**src/rtl/qfm_pkg.sv**
```systemverilog
// Package of constants and types for the QAM transmission frame mux
package qfm_pkg;
  // ---------------------------------------------------------------
  // Frame geometry
  // ---------------------------------------------------------------
  localparam logic [8:0] FRAME_LEN = 9'h195;
  localparam logic [8:0] PAYLOAD_LEN = 9'h190;
  localparam logic [8:0] HDR_LEN = 9'h005;
  localparam logic [8:0] OPS_LEN = 9'h003;
  localparam logic [8:0] SLOW_PAR_LEN = 9'h010;
  localparam logic [8:0] SLOW_MIN = 9'h014;
  localparam logic [8:0] SLOW_MAX = 9'h0C8;
  localparam logic [8:0] FAST_MAX = 9'h0B4;
  localparam logic [8:0] SINGLE_SLOW = 9'h0C8;
  // ---------------------------------------------------------------
  // Header content
  // ---------------------------------------------------------------
  localparam logic [7:0] SYNC_HI = 8'hF6;
  localparam logic [7:0] SYNC_LO = 8'h28;
  localparam logic [3:0] HDR_CRC_POLY = 4'h3;
  localparam int CTL_TRIG_BIT = 7;
  localparam int CTL_FLAG_BIT = 6;
  localparam int CTL_NTR_BIT = 0;
  // Octet positions within the header
  localparam logic [8:0] OCT_SYNC_HI = 9'h000;
  localparam logic [8:0] OCT_SYNC_LO = 9'h001;
  localparam logic [8:0] OCT_CTL1 = 9'h002;
  localparam logic [8:0] OCT_CTL3 = 9'h004;
  localparam logic [2:0] BIT_FIRST = 3'h7;
  // ---------------------------------------------------------------
  // Types
  // ---------------------------------------------------------------
  typedef enum logic [2:0] {
    FLD_HDR = 3'h0,
    FLD_SLOW_A = 3'h1,
    FLD_FAST_A = 3'h2,
    FLD_SLOW_B = 3'h3,
    FLD_FAST_B = 3'h4
  } qfm_fld_e;
  typedef enum logic [1:0] {
    RX_HUNT = 2'h0,
    RX_CHECK = 2'h1,
    RX_LOCK = 2'h2
  } qfm_rx_e;
endpackage

```
**src/rtl/qfm_oct_if.sv**
```systemverilog
// Octet stream carrier between the framer and its serialiser
`timescale 1ns/100ps
interface qfm_oct_if;
  logic [7:0] octet;
  logic load;
  logic need;
  modport src (output octet, output load, input need);
  modport dst (input octet, input load, output need);
endinterface

```
**src/rtl/qfm_ser.sv**
```systemverilog
// Octet to line bit serialiser, MSB first
`timescale 1ns/100ps
module qfm_ser (
  input wire logic clk_in,
  input wire logic nrst_in,
  qfm_oct_if.dst oct,
  output logic bit_out
);
  typedef struct packed {
    logic [7:0] sh;
    logic [2:0] idx;
    logic run;
  } qfm_ser_s;
  qfm_ser_s cur_ff;
  qfm_ser_s nxt_cur;

  always_comb begin
    nxt_cur = cur_ff;
    if (oct.load) begin
      nxt_cur.sh = oct.octet;
      nxt_cur.idx = qfm_pkg::BIT_FIRST;
      nxt_cur.run = 1'b1;
    end else if (cur_ff.run) begin
      nxt_cur.sh = {cur_ff.sh[6:0], 1'b0};
      nxt_cur.idx = cur_ff.idx - 3'h1;
      if (cur_ff.idx == 3'h0) begin
        nxt_cur.run = 1'b0;
      end
    end
  end

  always_ff @(posedge clk_in) begin
    if (!nrst_in) begin
      cur_ff <= '0;
    end else begin
      cur_ff <= nxt_cur;
    end
  end

  assign oct.need = !cur_ff.run || cur_ff.idx == 3'h0;
  assign bit_out = cur_ff.sh[7];

  a_msb_first: assert property (@(posedge clk_in) disable iff (!nrst_in)
    oct.load |=> bit_out == $past(oct.octet[7]))
    else $error("First bit is not the octet MSB");
endmodule

```
**src/rtl/qfm_crc4.sv**
```systemverilog
// Header CRC over 24 control bits, remainder of D^4 shift by D^4+D+1
`timescale 1ns/100ps
module qfm_crc4 (
  input wire logic [23:0] ctl_in,
  output logic [3:0] crc_out
);
  always_comb begin
    logic [23:0] m;
    logic [3:0] r;
    logic fb;
    m = ctl_in;
    r = 4'h0;
    fb = 1'b0;
    // CRC positions 0, 7, 8, 15 count as zero
    m[15] = 1'b0;
    m[8] = 1'b0;
    m[7] = 1'b0;
    m[0] = 1'b0;
    for (int i = 23; i >= 0; i--) begin
      fb = r[3] ^ m[i];
      r = {r[2:0], 1'b0};
      if (fb) begin
        r = r ^ qfm_pkg::HDR_CRC_POLY;
      end
    end
    crc_out = r;
  end
endmodule

```
**src/rtl/qfm_top.sv**
```systemverilog
// Transmission frame mux and demux for the medium convergence sublayer
`timescale 1ns/100ps
module qfm_top (
  input wire logic CLK_IN,
  input wire logic NRST_IN,
  input wire logic CFG_DUAL_IN,
  input wire logic [7:0] CFG_QUICK_LEN_IN,
  input wire logic [4:0] CFG_QUICK_PAR_IN,
  input wire logic [23:0] TX_CTL_IN,
  input wire logic TX_TRIG_IN,
  input wire logic TX_FLAG_IN,
  input wire logic TX_TIMING_REF_IN,
  input wire logic [7:0] TX_DELAYED_DATA_IN,
  input wire logic [7:0] TX_QUICK_DATA_IN,
  input wire logic RX_BIT_IN,
  output logic TX_BIT_OUT,
  output logic TX_DELAYED_REQ_OUT,
  output logic TX_QUICK_REQ_OUT,
  output logic TX_FRAME_START_OUT,
  output logic CFG_ERR_OUT,
  output logic QUICK_UNCODED_OUT,
  output logic [7:0] RX_OCTET_OUT,
  output logic RX_DELAYED_VLD_OUT,
  output logic RX_QUICK_VLD_OUT,
  output logic RX_CW_FIRST_OUT,
  output logic [23:0] RX_CTL_OUT,
  output logic RX_CTL_VLD_OUT,
  output logic RX_CRC_ERR_OUT,
  output logic RX_LOCK_OUT
);
  // ---------------------------------------------------------------
  // State
  // ---------------------------------------------------------------
  typedef struct packed {
    logic [8:0] tx_pos;
    logic [8:0] rx_pos;
    qfm_pkg::qfm_rx_e rx_st;
    logic [2:0] rx_bits;
    logic [7:0] rx_sh;
    logic [7:0] rx_prev;
    logic [23:0] rx_ctl;
    logic [1:0] rx_sync;
    logic [7:0] s_len;
    logic [7:0] f_len;
    logic cfg_err;
    logic uncoded;
    logic [23:0] tx_ctl;
    logic tx_bit;
    logic d_req;
    logic q_req;
    logic fstart;
    logic [7:0] rx_oct;
    logic rx_dv;
    logic rx_qv;
    logic rx_first;
    logic [23:0] rx_ctl_o;
    logic rx_ctl_v;
    logic rx_crc_err;
    logic rx_lock;
  } qfm_top_s;
  qfm_top_s cur_ff;
  qfm_top_s nxt_cur;

  qfm_oct_if oct ();
  logic ser_bit;
  logic [3:0] tx_crc;
  logic [3:0] rx_crc;
  logic [23:0] tx_ctl_raw;
  logic [7:0] tx_octet;
  logic [7:0] rx_octet_w;
  logic [8:0] rx_pos_n;

  // Field of a frame octet position, shared by both directions
  function automatic qfm_pkg::qfm_fld_e fld_of(input logic [8:0] pos,
      input logic [7:0] s_len, input logic [7:0] f_len, output logic first);
    logic [8:0] p;
    logic [8:0] s;
    logic [8:0] f;
    p = pos - qfm_pkg::HDR_LEN;
    s = {1'b0, s_len};
    f = {1'b0, f_len};
    first = 1'b0;
    if (pos < qfm_pkg::HDR_LEN) begin
      fld_of = qfm_pkg::FLD_HDR;
    end else if (p < s) begin
      fld_of = qfm_pkg::FLD_SLOW_A;
      first = p == 9'h000;
    end else if (p < s + f) begin
      fld_of = qfm_pkg::FLD_FAST_A;
      first = p == s;
    end else if (p < s + f + s) begin
      fld_of = qfm_pkg::FLD_SLOW_B;
      first = p == s + f;
    end else begin
      fld_of = qfm_pkg::FLD_FAST_B;
      first = p == s + f + s;
    end
  endfunction

  // ---------------------------------------------------------------
  // Transmit header
  // ---------------------------------------------------------------
  always_comb begin
    tx_ctl_raw = cur_ff.tx_ctl;
    tx_ctl_raw[16 + qfm_pkg::CTL_TRIG_BIT] = TX_TRIG_IN;
    tx_ctl_raw[16 + qfm_pkg::CTL_FLAG_BIT] = TX_FLAG_IN;
    tx_ctl_raw[16 + qfm_pkg::CTL_NTR_BIT] = TX_TIMING_REF_IN;
  end

  qfm_crc4 u_tx_crc (
    .ctl_in(tx_ctl_raw),
    .crc_out(tx_crc)
  );

  always_comb begin
    logic [23:0] c;
    logic cw_first;
    qfm_pkg::qfm_fld_e fcur;
    c = tx_ctl_raw;
    cw_first = 1'b0;
    fcur = fld_of(cur_ff.tx_pos, cur_ff.s_len, cur_ff.f_len, cw_first);
    c[15] = tx_crc[3];
    c[8] = tx_crc[2];
    c[7] = tx_crc[1];
    c[0] = tx_crc[0];
    case (cur_ff.tx_pos)
      9'h000: tx_octet = qfm_pkg::SYNC_HI;
      9'h001: tx_octet = qfm_pkg::SYNC_LO;
      9'h002: tx_octet = c[23:16];
      9'h003: tx_octet = c[15:8];
      9'h004: tx_octet = c[7:0];
      default: tx_octet = '0;
    endcase
    // Lane octet requested one load earlier, chosen by field of position
    if (fcur inside {qfm_pkg::FLD_SLOW_A, qfm_pkg::FLD_SLOW_B}) begin
      tx_octet = TX_DELAYED_DATA_IN;
    end else if (fcur != qfm_pkg::FLD_HDR) begin
      tx_octet = TX_QUICK_DATA_IN;
    end
  end

  assign oct.octet = tx_octet;
  assign oct.load = oct.need;

  qfm_ser u_ser (
    .clk_in(CLK_IN),
    .nrst_in(NRST_IN),
    .oct(oct.dst),
    .bit_out(ser_bit)
  );

  // ---------------------------------------------------------------
  // Receive CRC
  // ---------------------------------------------------------------
  qfm_crc4 u_rx_crc (
    .ctl_in(cur_ff.rx_ctl),
    .crc_out(rx_crc)
  );

  assign rx_octet_w = {cur_ff.rx_sh[6:0], cur_ff.rx_sync[1]};

  // ---------------------------------------------------------------
  // Next state
  // ---------------------------------------------------------------
  always_comb begin
    logic fst;
    logic sync_hit;
    qfm_pkg::qfm_fld_e f;
    nxt_cur = cur_ff;
    fst = 1'b0;
    sync_hit = 1'b0;
    f = qfm_pkg::FLD_HDR;
    rx_pos_n = '0;
    nxt_cur.tx_bit = ser_bit;
    nxt_cur.rx_sync = {cur_ff.rx_sync[0], RX_BIT_IN};
    nxt_cur.tx_ctl = TX_CTL_IN;
    nxt_cur.fstart = 1'b0;
    nxt_cur.rx_dv = 1'b0;
    nxt_cur.rx_qv = 1'b0;
    nxt_cur.rx_first = 1'b0;
    nxt_cur.rx_ctl_v = 1'b0;
    nxt_cur.rx_crc_err = 1'b0;

    // Lane lengths from transport class, fixed by configuration
    if (CFG_DUAL_IN) begin
      nxt_cur.f_len = CFG_QUICK_LEN_IN;
      nxt_cur.s_len = 8'(({1'b0, qfm_pkg::SINGLE_SLOW} -
          {1'b0, 1'b0, CFG_QUICK_LEN_IN}) & 10'h0FF);
    end else begin
      nxt_cur.f_len = 8'h00;
      nxt_cur.s_len = qfm_pkg::SINGLE_SLOW[7:0];
    end
    nxt_cur.cfg_err = CFG_QUICK_LEN_IN[0] ||
        ({1'b0, CFG_QUICK_LEN_IN} > qfm_pkg::FAST_MAX) ||
        ({1'b0, nxt_cur.s_len} < qfm_pkg::SLOW_MIN) ||
        !(CFG_QUICK_PAR_IN inside {5'h00, 5'h02, 5'h04, 5'h10}) ||
        ({1'b0, CFG_QUICK_LEN_IN} < {4'h0, CFG_QUICK_PAR_IN}) ||
        (CFG_DUAL_IN && CFG_QUICK_LEN_IN == 8'h00);
    nxt_cur.uncoded = CFG_DUAL_IN && CFG_QUICK_PAR_IN == 5'h00;

    // Transmit sequencing, one octet per serialiser load
    if (oct.need) begin
      nxt_cur.fstart = cur_ff.tx_pos == qfm_pkg::OCT_SYNC_HI;
      if (cur_ff.tx_pos == qfm_pkg::FRAME_LEN - 9'h001) begin
        nxt_cur.tx_pos = '0;
      end else begin
        nxt_cur.tx_pos = cur_ff.tx_pos + 9'h001;
      end
      f = fld_of(nxt_cur.tx_pos, cur_ff.s_len, cur_ff.f_len, fst);
      nxt_cur.d_req = f inside {qfm_pkg::FLD_SLOW_A,
          qfm_pkg::FLD_SLOW_B};
      nxt_cur.q_req = f inside {qfm_pkg::FLD_FAST_A,
          qfm_pkg::FLD_FAST_B};
    end else begin
      nxt_cur.d_req = 1'b0;
      nxt_cur.q_req = 1'b0;
    end

    // Receive bit shifter and octet alignment
    nxt_cur.rx_sh = rx_octet_w;
    nxt_cur.rx_bits = cur_ff.rx_bits + 3'h1;
    sync_hit = cur_ff.rx_prev == qfm_pkg::SYNC_HI &&
        rx_octet_w == qfm_pkg::SYNC_LO;
    case (cur_ff.rx_st)
      qfm_pkg::RX_HUNT: begin
        // Bitwise search over the last 16 line bits
        nxt_cur.rx_prev = {cur_ff.rx_prev[6:0], cur_ff.rx_sh[7]};
        if ({cur_ff.rx_prev[6:0], cur_ff.rx_sh[7], rx_octet_w} ==
            {qfm_pkg::SYNC_HI, qfm_pkg::SYNC_LO}) begin
          nxt_cur.rx_st = qfm_pkg::RX_CHECK;
          nxt_cur.rx_bits = 3'h0;
          nxt_cur.rx_pos = qfm_pkg::OCT_SYNC_LO;
        end
      end
      qfm_pkg::RX_CHECK, qfm_pkg::RX_LOCK: begin
        if (cur_ff.rx_bits == 3'h7) begin
          nxt_cur.rx_prev = rx_octet_w;
          rx_pos_n = (cur_ff.rx_pos == qfm_pkg::FRAME_LEN - 9'h001) ?
              9'h000 : cur_ff.rx_pos + 9'h001;
          nxt_cur.rx_pos = rx_pos_n;
          if (rx_pos_n == qfm_pkg::OCT_SYNC_LO) begin
            // Alignment seen again one frame later
            nxt_cur.rx_st = sync_hit ? qfm_pkg::RX_LOCK :
                qfm_pkg::RX_HUNT;
          end
          if (rx_pos_n >= qfm_pkg::OCT_CTL1 &&
              rx_pos_n <= qfm_pkg::OCT_CTL3) begin
            nxt_cur.rx_ctl = {cur_ff.rx_ctl[15:0], rx_octet_w};
            if (rx_pos_n == qfm_pkg::OCT_CTL3) begin
              nxt_cur.rx_ctl = {cur_ff.rx_ctl[15:0], rx_octet_w};
            end
          end
          if (cur_ff.rx_st == qfm_pkg::RX_LOCK) begin
            f = fld_of(rx_pos_n, cur_ff.s_len, cur_ff.f_len, fst);
            nxt_cur.rx_oct = rx_octet_w;
            nxt_cur.rx_first = fst;
            nxt_cur.rx_dv = f inside {qfm_pkg::FLD_SLOW_A,
                qfm_pkg::FLD_SLOW_B};
            nxt_cur.rx_qv = f inside {qfm_pkg::FLD_FAST_A,
                qfm_pkg::FLD_FAST_B};
          end
        end
        // Control field complete: check its CRC one cycle later
        if (cur_ff.rx_bits == 3'h0 && cur_ff.rx_pos == qfm_pkg::OCT_CTL3 &&
            cur_ff.rx_st == qfm_pkg::RX_LOCK) begin
          nxt_cur.rx_ctl_o = cur_ff.rx_ctl;
          nxt_cur.rx_ctl_v = 1'b1;
          nxt_cur.rx_crc_err = rx_crc != {cur_ff.rx_ctl[15],
              cur_ff.rx_ctl[8], cur_ff.rx_ctl[7], cur_ff.rx_ctl[0]};
        end
      end
      default: nxt_cur.rx_st = qfm_pkg::RX_HUNT;
    endcase
    nxt_cur.rx_lock = nxt_cur.rx_st == qfm_pkg::RX_LOCK;
  end

  always_ff @(posedge CLK_IN) begin
    if (!NRST_IN) begin
      cur_ff <= '0;
      cur_ff.rx_st <= qfm_pkg::RX_HUNT;
    end else begin
      cur_ff <= nxt_cur;
    end
  end

  // ---------------------------------------------------------------
  // Outputs
  // ---------------------------------------------------------------
  assign TX_BIT_OUT = cur_ff.tx_bit;
  assign TX_DELAYED_REQ_OUT = cur_ff.d_req;
  assign TX_QUICK_REQ_OUT = cur_ff.q_req;
  assign TX_FRAME_START_OUT = cur_ff.fstart;
  assign CFG_ERR_OUT = cur_ff.cfg_err;
  assign QUICK_UNCODED_OUT = cur_ff.uncoded;
  assign RX_OCTET_OUT = cur_ff.rx_oct;
  assign RX_DELAYED_VLD_OUT = cur_ff.rx_dv;
  assign RX_QUICK_VLD_OUT = cur_ff.rx_qv;
  assign RX_CW_FIRST_OUT = cur_ff.rx_first;
  assign RX_CTL_OUT = cur_ff.rx_ctl_o;
  assign RX_CTL_VLD_OUT = cur_ff.rx_ctl_v;
  assign RX_CRC_ERR_OUT = cur_ff.rx_crc_err;
  assign RX_LOCK_OUT = cur_ff.rx_lock;

  // ---------------------------------------------------------------
  // Checks
  // ---------------------------------------------------------------
  a_frame_wrap: assert property (@(posedge CLK_IN) disable iff (!NRST_IN)
    cur_ff.fstart |-> cur_ff.tx_pos == 9'h001)
    else $error("Frame start not at octet zero");
  a_sync_first: assert property (@(posedge CLK_IN) disable iff (!NRST_IN)
    (oct.load && cur_ff.tx_pos == 9'h000) |-> tx_octet == 8'hF6)
    else $error("First header octet is not F6");
  a_sync_second: assert property (@(posedge CLK_IN) disable iff (!NRST_IN)
    (oct.load && cur_ff.tx_pos == 9'h001) |-> tx_octet == 8'h28)
    else $error("Second header octet is not 28");
  a_lane_excl: assert property (@(posedge CLK_IN) disable iff (!NRST_IN)
    !(cur_ff.d_req && cur_ff.q_req))
    else $error("Both lanes requested together");
  a_single_lat: assert property (@(posedge CLK_IN) disable iff (!NRST_IN)
    !CFG_DUAL_IN |=> cur_ff.s_len == 8'hC8 && cur_ff.f_len == 8'h00)
    else $error("Single latency lengths wrong");
  a_odd_len: assert property (@(posedge CLK_IN) disable iff (!NRST_IN)
    CFG_QUICK_LEN_IN[0] |=> CFG_ERR_OUT)
    else $error("Odd quick length not flagged");
  a_no_quick_single: assert property (@(posedge CLK_IN)
    disable iff (!NRST_IN)
    (!CFG_DUAL_IN ##1 !CFG_DUAL_IN) |-> !cur_ff.q_req)
    else $error("Quick lane requested in single latency");
  a_ntr_bit: assert property (@(posedge CLK_IN) disable iff (!NRST_IN)
    (oct.load && cur_ff.tx_pos == 9'h002) |->
    tx_octet[0] == TX_TIMING_REF_IN && tx_octet[7] == TX_TRIG_IN)
    else $error("Control octet one bits misplaced");
endmodule

```
**config.mk**
```make
export PLATFORM = sky130hd
export DESIGN_NAME = qfm_top
export DESIGN_NICKNAME = d
export VERILOG_FILES = /design/src/rtl/qfm_pkg.sv /design/src/rtl/qfm_oct_if.sv /design/src/rtl/qfm_ser.sv /design/src/rtl/qfm_crc4.sv /design/src/rtl/qfm_top.sv
export SDC_FILE = /design/constraint.sdc
export NUM_CORES = 1
export LEC_CHECK = 0
export BUFFER_PORTS_ARGS = -buffer_cell sky130_fd_sc_hd__buf_4
export CAP_MARGIN = 20
export CORE_ASPECT_RATIO = 1.75
export CORE_MARGIN = 2
export CORE_UTILIZATION = 50
export CTS_CLUSTER_DIAMETER = 100
export DETAILED_ROUTE_END_ITERATION = 8
export PLACE_DENSITY = 0.71
export SYNTH_ARGS = -nofsm -noshare
export SYNTH_HDL_FRONTEND = slang
export SYNTH_SLANG_ARGS = --single-unit
```
**constraint.sdc**
```tcl
create_clock -name CLK_IN -period 12.6 [get_ports CLK_IN]
set_input_delay 1.89 -clock CLK_IN [delete_from_list [all_inputs] [get_ports CLK_IN]]
set_output_delay 1.89 -clock CLK_IN [all_outputs]
set_load 0.02 [all_outputs]
```
======== After elaboration in Yosys (flattened, before gate mapping) ========
Index checks and enable logic that the tools add are counted.
word-level totals
  register bits ........................... 159
  input bits .............................. 60
  output and inout port bits .............. 44
  word-level logic and storage cells ...... 307
cells by class
  add/subtract/negate cells ............... 10
  $lt $le $gt $ge ......................... 17
  equality and inequality tests ........... 34
  multiplexer cells ....................... 88
  bitwise operators ....................... 88
  reductions and logical operators ........ 42
operators with widths
  cell                                                                   number
  2-bit 2-to-1 mux                                                       51
  2-bit NOT                                                              46
  9-bit < comparator                                                     6
  3-bit 2-to-1 mux                                                       17
  8-bit one-hot mux with 5 select lines                                  1
  1-bit XOR                                                              34
  32-bit 2-to-1 mux                                                      1
  9-bit by 3-bit < comparator with 1-bit output (second input constant)  3
  9-bit by 8-bit < comparator with 1-bit output                          3
  9-bit 2-to-1 mux                                                       3
  9-bit by 3-bit subtractor with 9-bit output (second input constant)    3
  12-bit 2-to-1 mux                                                      2
  24-bit 2-to-1 mux                                                      1
  9-bit by 1-bit adder with 9-bit output (second input constant)         2
  9-bit by 1-bit == test with 1-bit output (second input constant)       2
  9-bit by 2-bit == test with 1-bit output (second input constant)       2
  9-bit by 3-bit == test with 1-bit output (second input constant)       2
  9-bit == test                                                          2
  9-bit == test (second input constant)                                  2
  9-bit zero test                                                        2
  9-bit one-hot mux with 2 select lines                                  1
  16-bit == test (second input constant)                                 1
  16-bit 2-to-1 mux                                                      1
  8-bit 2-to-1 mux                                                       2
  45 further kinds                                                       89

======== Longest topological paths before layout ========
  word-level depth ........................ 51
  gate-level depth with buffers ........... 22
  mapped depth without buffers ............ 20

======== Modules after synthesis ========
A second synthesis with hierarchy kept.
second synthesis, totals
  cell total of the unflattened synthesis .. 1154
  area total of the unflattened synthesis .. 10244.8 um^2
modules (own cells, without submodules)
  module    instances  cells an instance  area each (um^2)  sequential area each (um^2)
  qfm_top   1          1055               9118.7            2902.8
  qfm_crc4  2          22                 299.0             0.0
  qfm_ser   1          55                 528.0             240.2

======== Worst setup path after synthesis ========
No wires, ideal clock.
  path kind ............................... flip-flop to flip-flop
  start ................................... reg cur_ff[140] (netlist name)
  end ..................................... reg cur_ff (netlist bit TX_DELAYED_REQ_OUT)
  library setup time ...................... 0.066 ns
  data arrival time ....................... 3.911 ns
  data required time ...................... 12.534 ns
  setup slack ............................. 8.622 ns
  stages on the path, launching flop included .. 22
  buffers on the path ..................... 2
  clock period less this slack ............ 3.978 ns
  cell sequence ........................... dfxtp_1 buf_2 inv_1 ha_1 and4b_1 nand4_1 buf_2 nand2_1 ha_1 inv_1 o21ai_0 a221oi_1 xor2_1 nand2_1 ha_1 or4_1 a21oi_1 o21bai_1 maj3_1 a211oi_1 nor3_1 nor2_1
on the way
  longest elaborated chain between the ends .. 12
  elaborated cells between the ends (all ways) .. 17
  classes of those cells .................. add/sub: 2; order compare: 4; eq/ne: 3; mux: 7; reduce/logical: 1
RTL lines
  what                                                                                                         line                            RTL
  from (decl)                                                                                                  qfm_top.sv:61                   qfm_top_s cur_ff;
  from (signal assigned)                                                                                       qfm_top.sv:282                  cur_ff <= nxt_cur;
  9-bit by 1-bit adder with 9-bit output / 9-bit == test (equally long branches)                               qfm_top.sv:207, qfm_top.sv:204
  9-bit 2-to-1 mux (*)                                                                                         qfm_top.sv:204                  if (cur_ff.tx_pos == qfm_pkg::FRAME_LEN - 9'h001) begin
  9-bit 2-to-1 mux (*)                                                                                         qfm_top.sv:202                  if (oct.need) begin
  9-bit by 3-bit subtractor with 9-bit output                                                                  qfm_top.sv:79                   p = pos - qfm_pkg::HDR_LEN;
  9-bit < comparator                                                                                           qfm_top.sv:91                   end else if (p < s + f + s) begin
  3-bit 2-to-1 mux                                                                                             qfm_top.sv:91
  3-bit 2-to-1 mux                                                                                             qfm_top.sv:88                   end else if (p < s + f) begin
  3-bit 2-to-1 mux                                                                                             qfm_top.sv:85                   end else if (p < s) begin
  3-bit 2-to-1 mux (*)                                                                                         qfm_top.sv:83                   if (pos < qfm_pkg::HDR_LEN) begin
  3-bit 2-to-1 mux (*)                                                                                         qfm_top.sv:202
  3-bit by 1-bit == test with 1-bit output / 3-bit by 2-bit == test with 1-bit output (equally long branches)  qfm_top.sv:210                  nxt_cur.d_req = f inside {qfm_pkg::FLD_SLOW_A,
  2-bit nonzero test (*)                                                                                       qfm_top.sv:210
Mark *: on every way between the ends. The rest lies on a longest branch, timed or not. The select of a mux whose other input is x is not followed.
A chain may end at the register's enable or synchronous reset.

======== Worst setup path in the final report ========
Ends and elaborated chain as after synthesis.

==> flow_summary_export.csv <==
group,metric,value,unit
setup_path,worst-path-max-fanout,15,
clock_network,clk_path_buf_depth,2,
cells_and_area,syn_to_final_growth,11.84,%
sta,fin_crit_sh,0.3849,
clock_network,root_buffer,"clkbuf_16",
synth,synth-main-ff-cell,"dfxtp_1",
power_and_ir_drop,p_per_area,119.7,nW/um^2
synth,seq_area_frac_synth,0.3045,
synth,ys_ff_latch,153,
detailed_routing,ant_nets,0,
setup_path,cp_slowest_cell,"dfxtp_1",
setup_path,crit_chain,"inv_1, ha_1, and4b_1, nand4_1, nand2_1, ha_1, inv_1, o21ai_0, a221oi_1, xor2_1, nand2_1, ha_1, or4_1, a21oi_1, o21bai_1, maj3_1, a211oi_1, nor3_1, nor2_1",
synth,synth_cell_type_count,80,
grt,grt_pass1_vias,8601,
sta,clock_skew,0.009528,ns
power_and_ir_drop,p_sw_frac,0.2925,
synth,synthArstFlopShare,0,
detailed_routing,drc_errors,0,
grt,grt-ovfl-total,0,
sta,period_needed,4.850,ns
detailed_routing,wl_per_cell,17.38,um
detailed_routing,routed_wl,25810,um
status,status,"completed",
setup_path,crit_arrival,5.22,ns
sta,rsz0062_at_grt,"false",
clock_network,post_cts_buffers,0,
synth,yosysWarnings,0,
synth,synth-edff-count,0,
clock_network,cts_hold_buf,0,
synth,syn_inst,1192,
power_and_ir_drop,p_sw,0.0003939,W
die,coreArea,19740,um^2
clock_network,ctsResizeCount,0,
grt,grt.total_usage,0.2464,
flow_run,drv_cap,0,
setup_path,path_class,"register to register",
hold_path,holdCritPathClass,"register to register",
cells_and_area,num-fill-cells,1847,
grt,antenna_found_initial,0,
sta,worst_pin_slew,0.9689,ns
sta,max_freq,206.2,MHz
detailed_routing,drt-initial-drc-count,441,
placed_design,hpwl,19660,um
setup_path,critPathRequiredTime,12.97,ns
clock_network,clk-insertion-delay-late,0.43,ns
power_and_ir_drop,p_seq_frac,0.379,
setup_path,cp_top_family,"simple AND/OR/NAND/NOR gates",
clock_network,cts.sinks,153,
cells_and_area,final_common_cell,"dfxtp_1",
detailed_routing,first_pass_iters,7,
grt,grt_pass1_wl,42260,um
cells_and_area,multi_input_area,6289,um^2
clock_network,cts_tree,"built",
synth,syn_area_per_cell,8.438,um^2
clock_network,cts.htree.levels,4,
setup_path,max_stage_delay,0.61,ns
die,pin_count,104,
die,dieArea,21310,um^2
power_and_ir_drop,leakage,4.634,nW
grt,grt_max_degree,59,
placed_design,gp_congestion,0.9433,
cells_and_area,antenna_cells,0,
die,rows,68,
cells_and_area,area.sequential,3063,um^2
cells_and_area,final_nets,1394,
detailed_routing,via_per_inst,5.673,
sta,max_slew_margin,0.3522,
sta,tns,0,ns
sta,finalSetupViolCount,0,
power_and_ir_drop,ir_worst_vdd,0.1462,mV
power_and_ir_drop,internal-power,0.0009526,W
setup_path,cp-start-kind,"register",
cells_and_area,final_cell_mix,"dfxtp_1 (153), nand2_1 (125), ha_1 (105), buf_4 (99), a21oi_1 (92)",
power_and_ir_drop,clock_power_share,0.407,
setup_path,cp.buffers_inverters,2,
cells_and_area,drive_gt1_frac,0.1226,
setup_path,cp-end-kind,"register",
die,die_x,111.2,um
setup_path,path_common_cell,"ha_1",
synth,syn-num-nets,1359,
sta,hold_violations,0,
die,start_util,0.5096,
placed_design,portBuffers,96,
detailed_routing,num_vias,8424,
power_and_ir_drop,combPwrFrac,0.214,
die,die_height,191.6,um
clock_network,clkTransAtPathRegs,0.06,ns
clock_network,numCtsBuffers,17,
power_and_ir_drop,totalPowerFinal,0.001346,W
synth,synth_area,10060,um^2
sta,slew_violations,0,
==> final timing paths <==
check	to	startpoint	cells after the start	slack (ns)
min reg2reg	cur_ff[85]	cur_ff[84]	1	0.44
min	cur_ff[85]	cur_ff[84]	1	0.44
max	TX_DELAYED_REQ_OUT	cur_ff[140]	19	7.75
max reg2reg	TX_DELAYED_REQ_OUT	cur_ff[140]	19	7.75
==> layer usage <==
| metal | vias up | GRT usage | share of wire |
|---|---|---|---|
| li1 | 4181 | - | - |
| met1 | 3948 | 0.2329 | 0.36 |
| met2 | 214 | 0.4880 | 0.55 |
| met3 | 81 | 0.03187 | 0.028 |
| met4 | 0 | 0.1614 | 0.057 |
| met5 | - | 0 | 0 |
==> cell usage after synthesis (3+ instances only) <==
master | number | area [um^2]
clkbuf_1 | 35 | 131.4
a211oi_1 | 16 | 120.1
a221oi_1 | 5 | 43.79
dfxtp_1 | 153 | 3063
a22oi_1 | 7 | 52.55
nand2b_1 | 14 | 87.58
or2_2 | 3 | 18.77
buf_2 | 6 | 30.03
a21o_1 | 6 | 45.04
nand4b_1 | 4 | 35.03
and3_1 | 21 | 131.4
o21a_1 | 18 | 135.1
a21boi_0 | 4 | 30.03
buf_4 | 35 | 262.8
o21ai_1 | 3 | 15.01
o21ai_0 | 57 | 285.3
a31oi_1 | 3 | 18.77
nand2_1 | 125 | 469.2
and2_1 | 34 | 212.7
and4_1 | 3 | 26.28
o211ai_1 | 3 | 22.52
a21oi_1 | 92 | 460.4
nand3_1 | 24 | 120.1
nor2b_1 | 4 | 25.02
o21bai_1 | 5 | 37.54
nor2_1 | 88 | 330.3
xor2_1 | 35 | 306.5
or4_1 | 4 | 30.03
a22o_1 | 6 | 52.55
mux2i_1 | 41 | 410.4
o22ai_1 | 3 | 18.77
a2111oi_2 | 3 | 45.04
xnor2_1 | 76 | 665.6
nor3_1 | 21 | 105.1
or3_1 | 5 | 31.28
ha_1 | 105 | 1314
inv_1 | 57 | 214.0
nand4_1 | 12 | 75.07
a2111oi_0 | 3 | 26.28
==> cells by family (layout without fill, tap and decap cells) <==
family | Yosys count | in the layout | share of synthesized area
xor gates and xnor gates | 114 | 114 | 0.1021
adders and majority gates | 108 | 108 | 0.1356
muxes | 42 | 42 | 0.04192
AOI/OAI and AO/OA | 254 | 254 | 0.1581
buffers and inverters | 141 | 189 | 0.07028
and+or+nand+nor | 380 | 380 | 0.1875
DFF | 153 | 153 | 0.3045
==> stage by stage <==
stage / setup slack (ns) / cell area, um^2 / hold slack [ns] / cells / utilization
after floorplan: 8.622 / 10060 / 0.4057 / 1192 / -
after global placement: 7.846 / 10620 / 0.4196 / 1453 / 0.5380
after detailed placement: 7.813 / 10620 / 0.4225 / 1453 / 0.5380
after CTS: 7.782 / 11250 / 0.4365 / 1485 / 0.5699
after global routing: 7.328 / 11250 / 0.4612 / 1485 / 0.5699
final: 7.750 / 11250 / 0.4393 / 1485 / 0.5699
==> area by class of cell <==
class / instances / area share
flip-flops and latches: 153 / 0.2723
clock inverters: 13 / 0.01579
inverters: 58 / 0.01935
well taps: 245 / 0.02725
multi-input cells: 898 / 0.5590
clock buffers: 19 / 0.04026
repair buffers: 99 / 0.06607
==> worst register-to-register path, cell delays in order (launching register included) <==
cell	delay (ns)
dfxtp_1	0.61
inv_1	0.22
ha_1	0.44
and4b_1	0.27
nand4_1	0.29
nand2_1	0.11
ha_1	0.22
inv_1	0.10
o21ai_0	0.08
a221oi_1	0.34
xor2_1	0.17
nand2_1	0.13
ha_1	0.23
or4_1	0.46
a21oi_1	0.15
o21bai_1	0.11
maj3_1	0.36
a211oi_1	0.30
nor3_1	0.09
nor2_1	0.09
==> power by group through the flow <==
stage | registers, W | clock network [W] | logic, W
after CTS | 0.000510 | 0.000556 | 0.000288
after global routing | 0.000512 | 0.000575 | 0.000324
after floorplan | 0.000517 | 0 | 0.000211
final | 0.000510 | 0.000548 | 0.000288
after detailed placement | 0.000521 | 0 | 0.000285
after global placement | 0.000521 | 0 | 0.000277
==> sequential cells by signal, summed over array words and instances (netlist names), 8 cells and up <==
register	count
cur_ff	97
RX_CTL_OUT	24
u_ser.cur_ff	11
RX_OCTET_OUT	8
(Power assumes the default switching activity.)
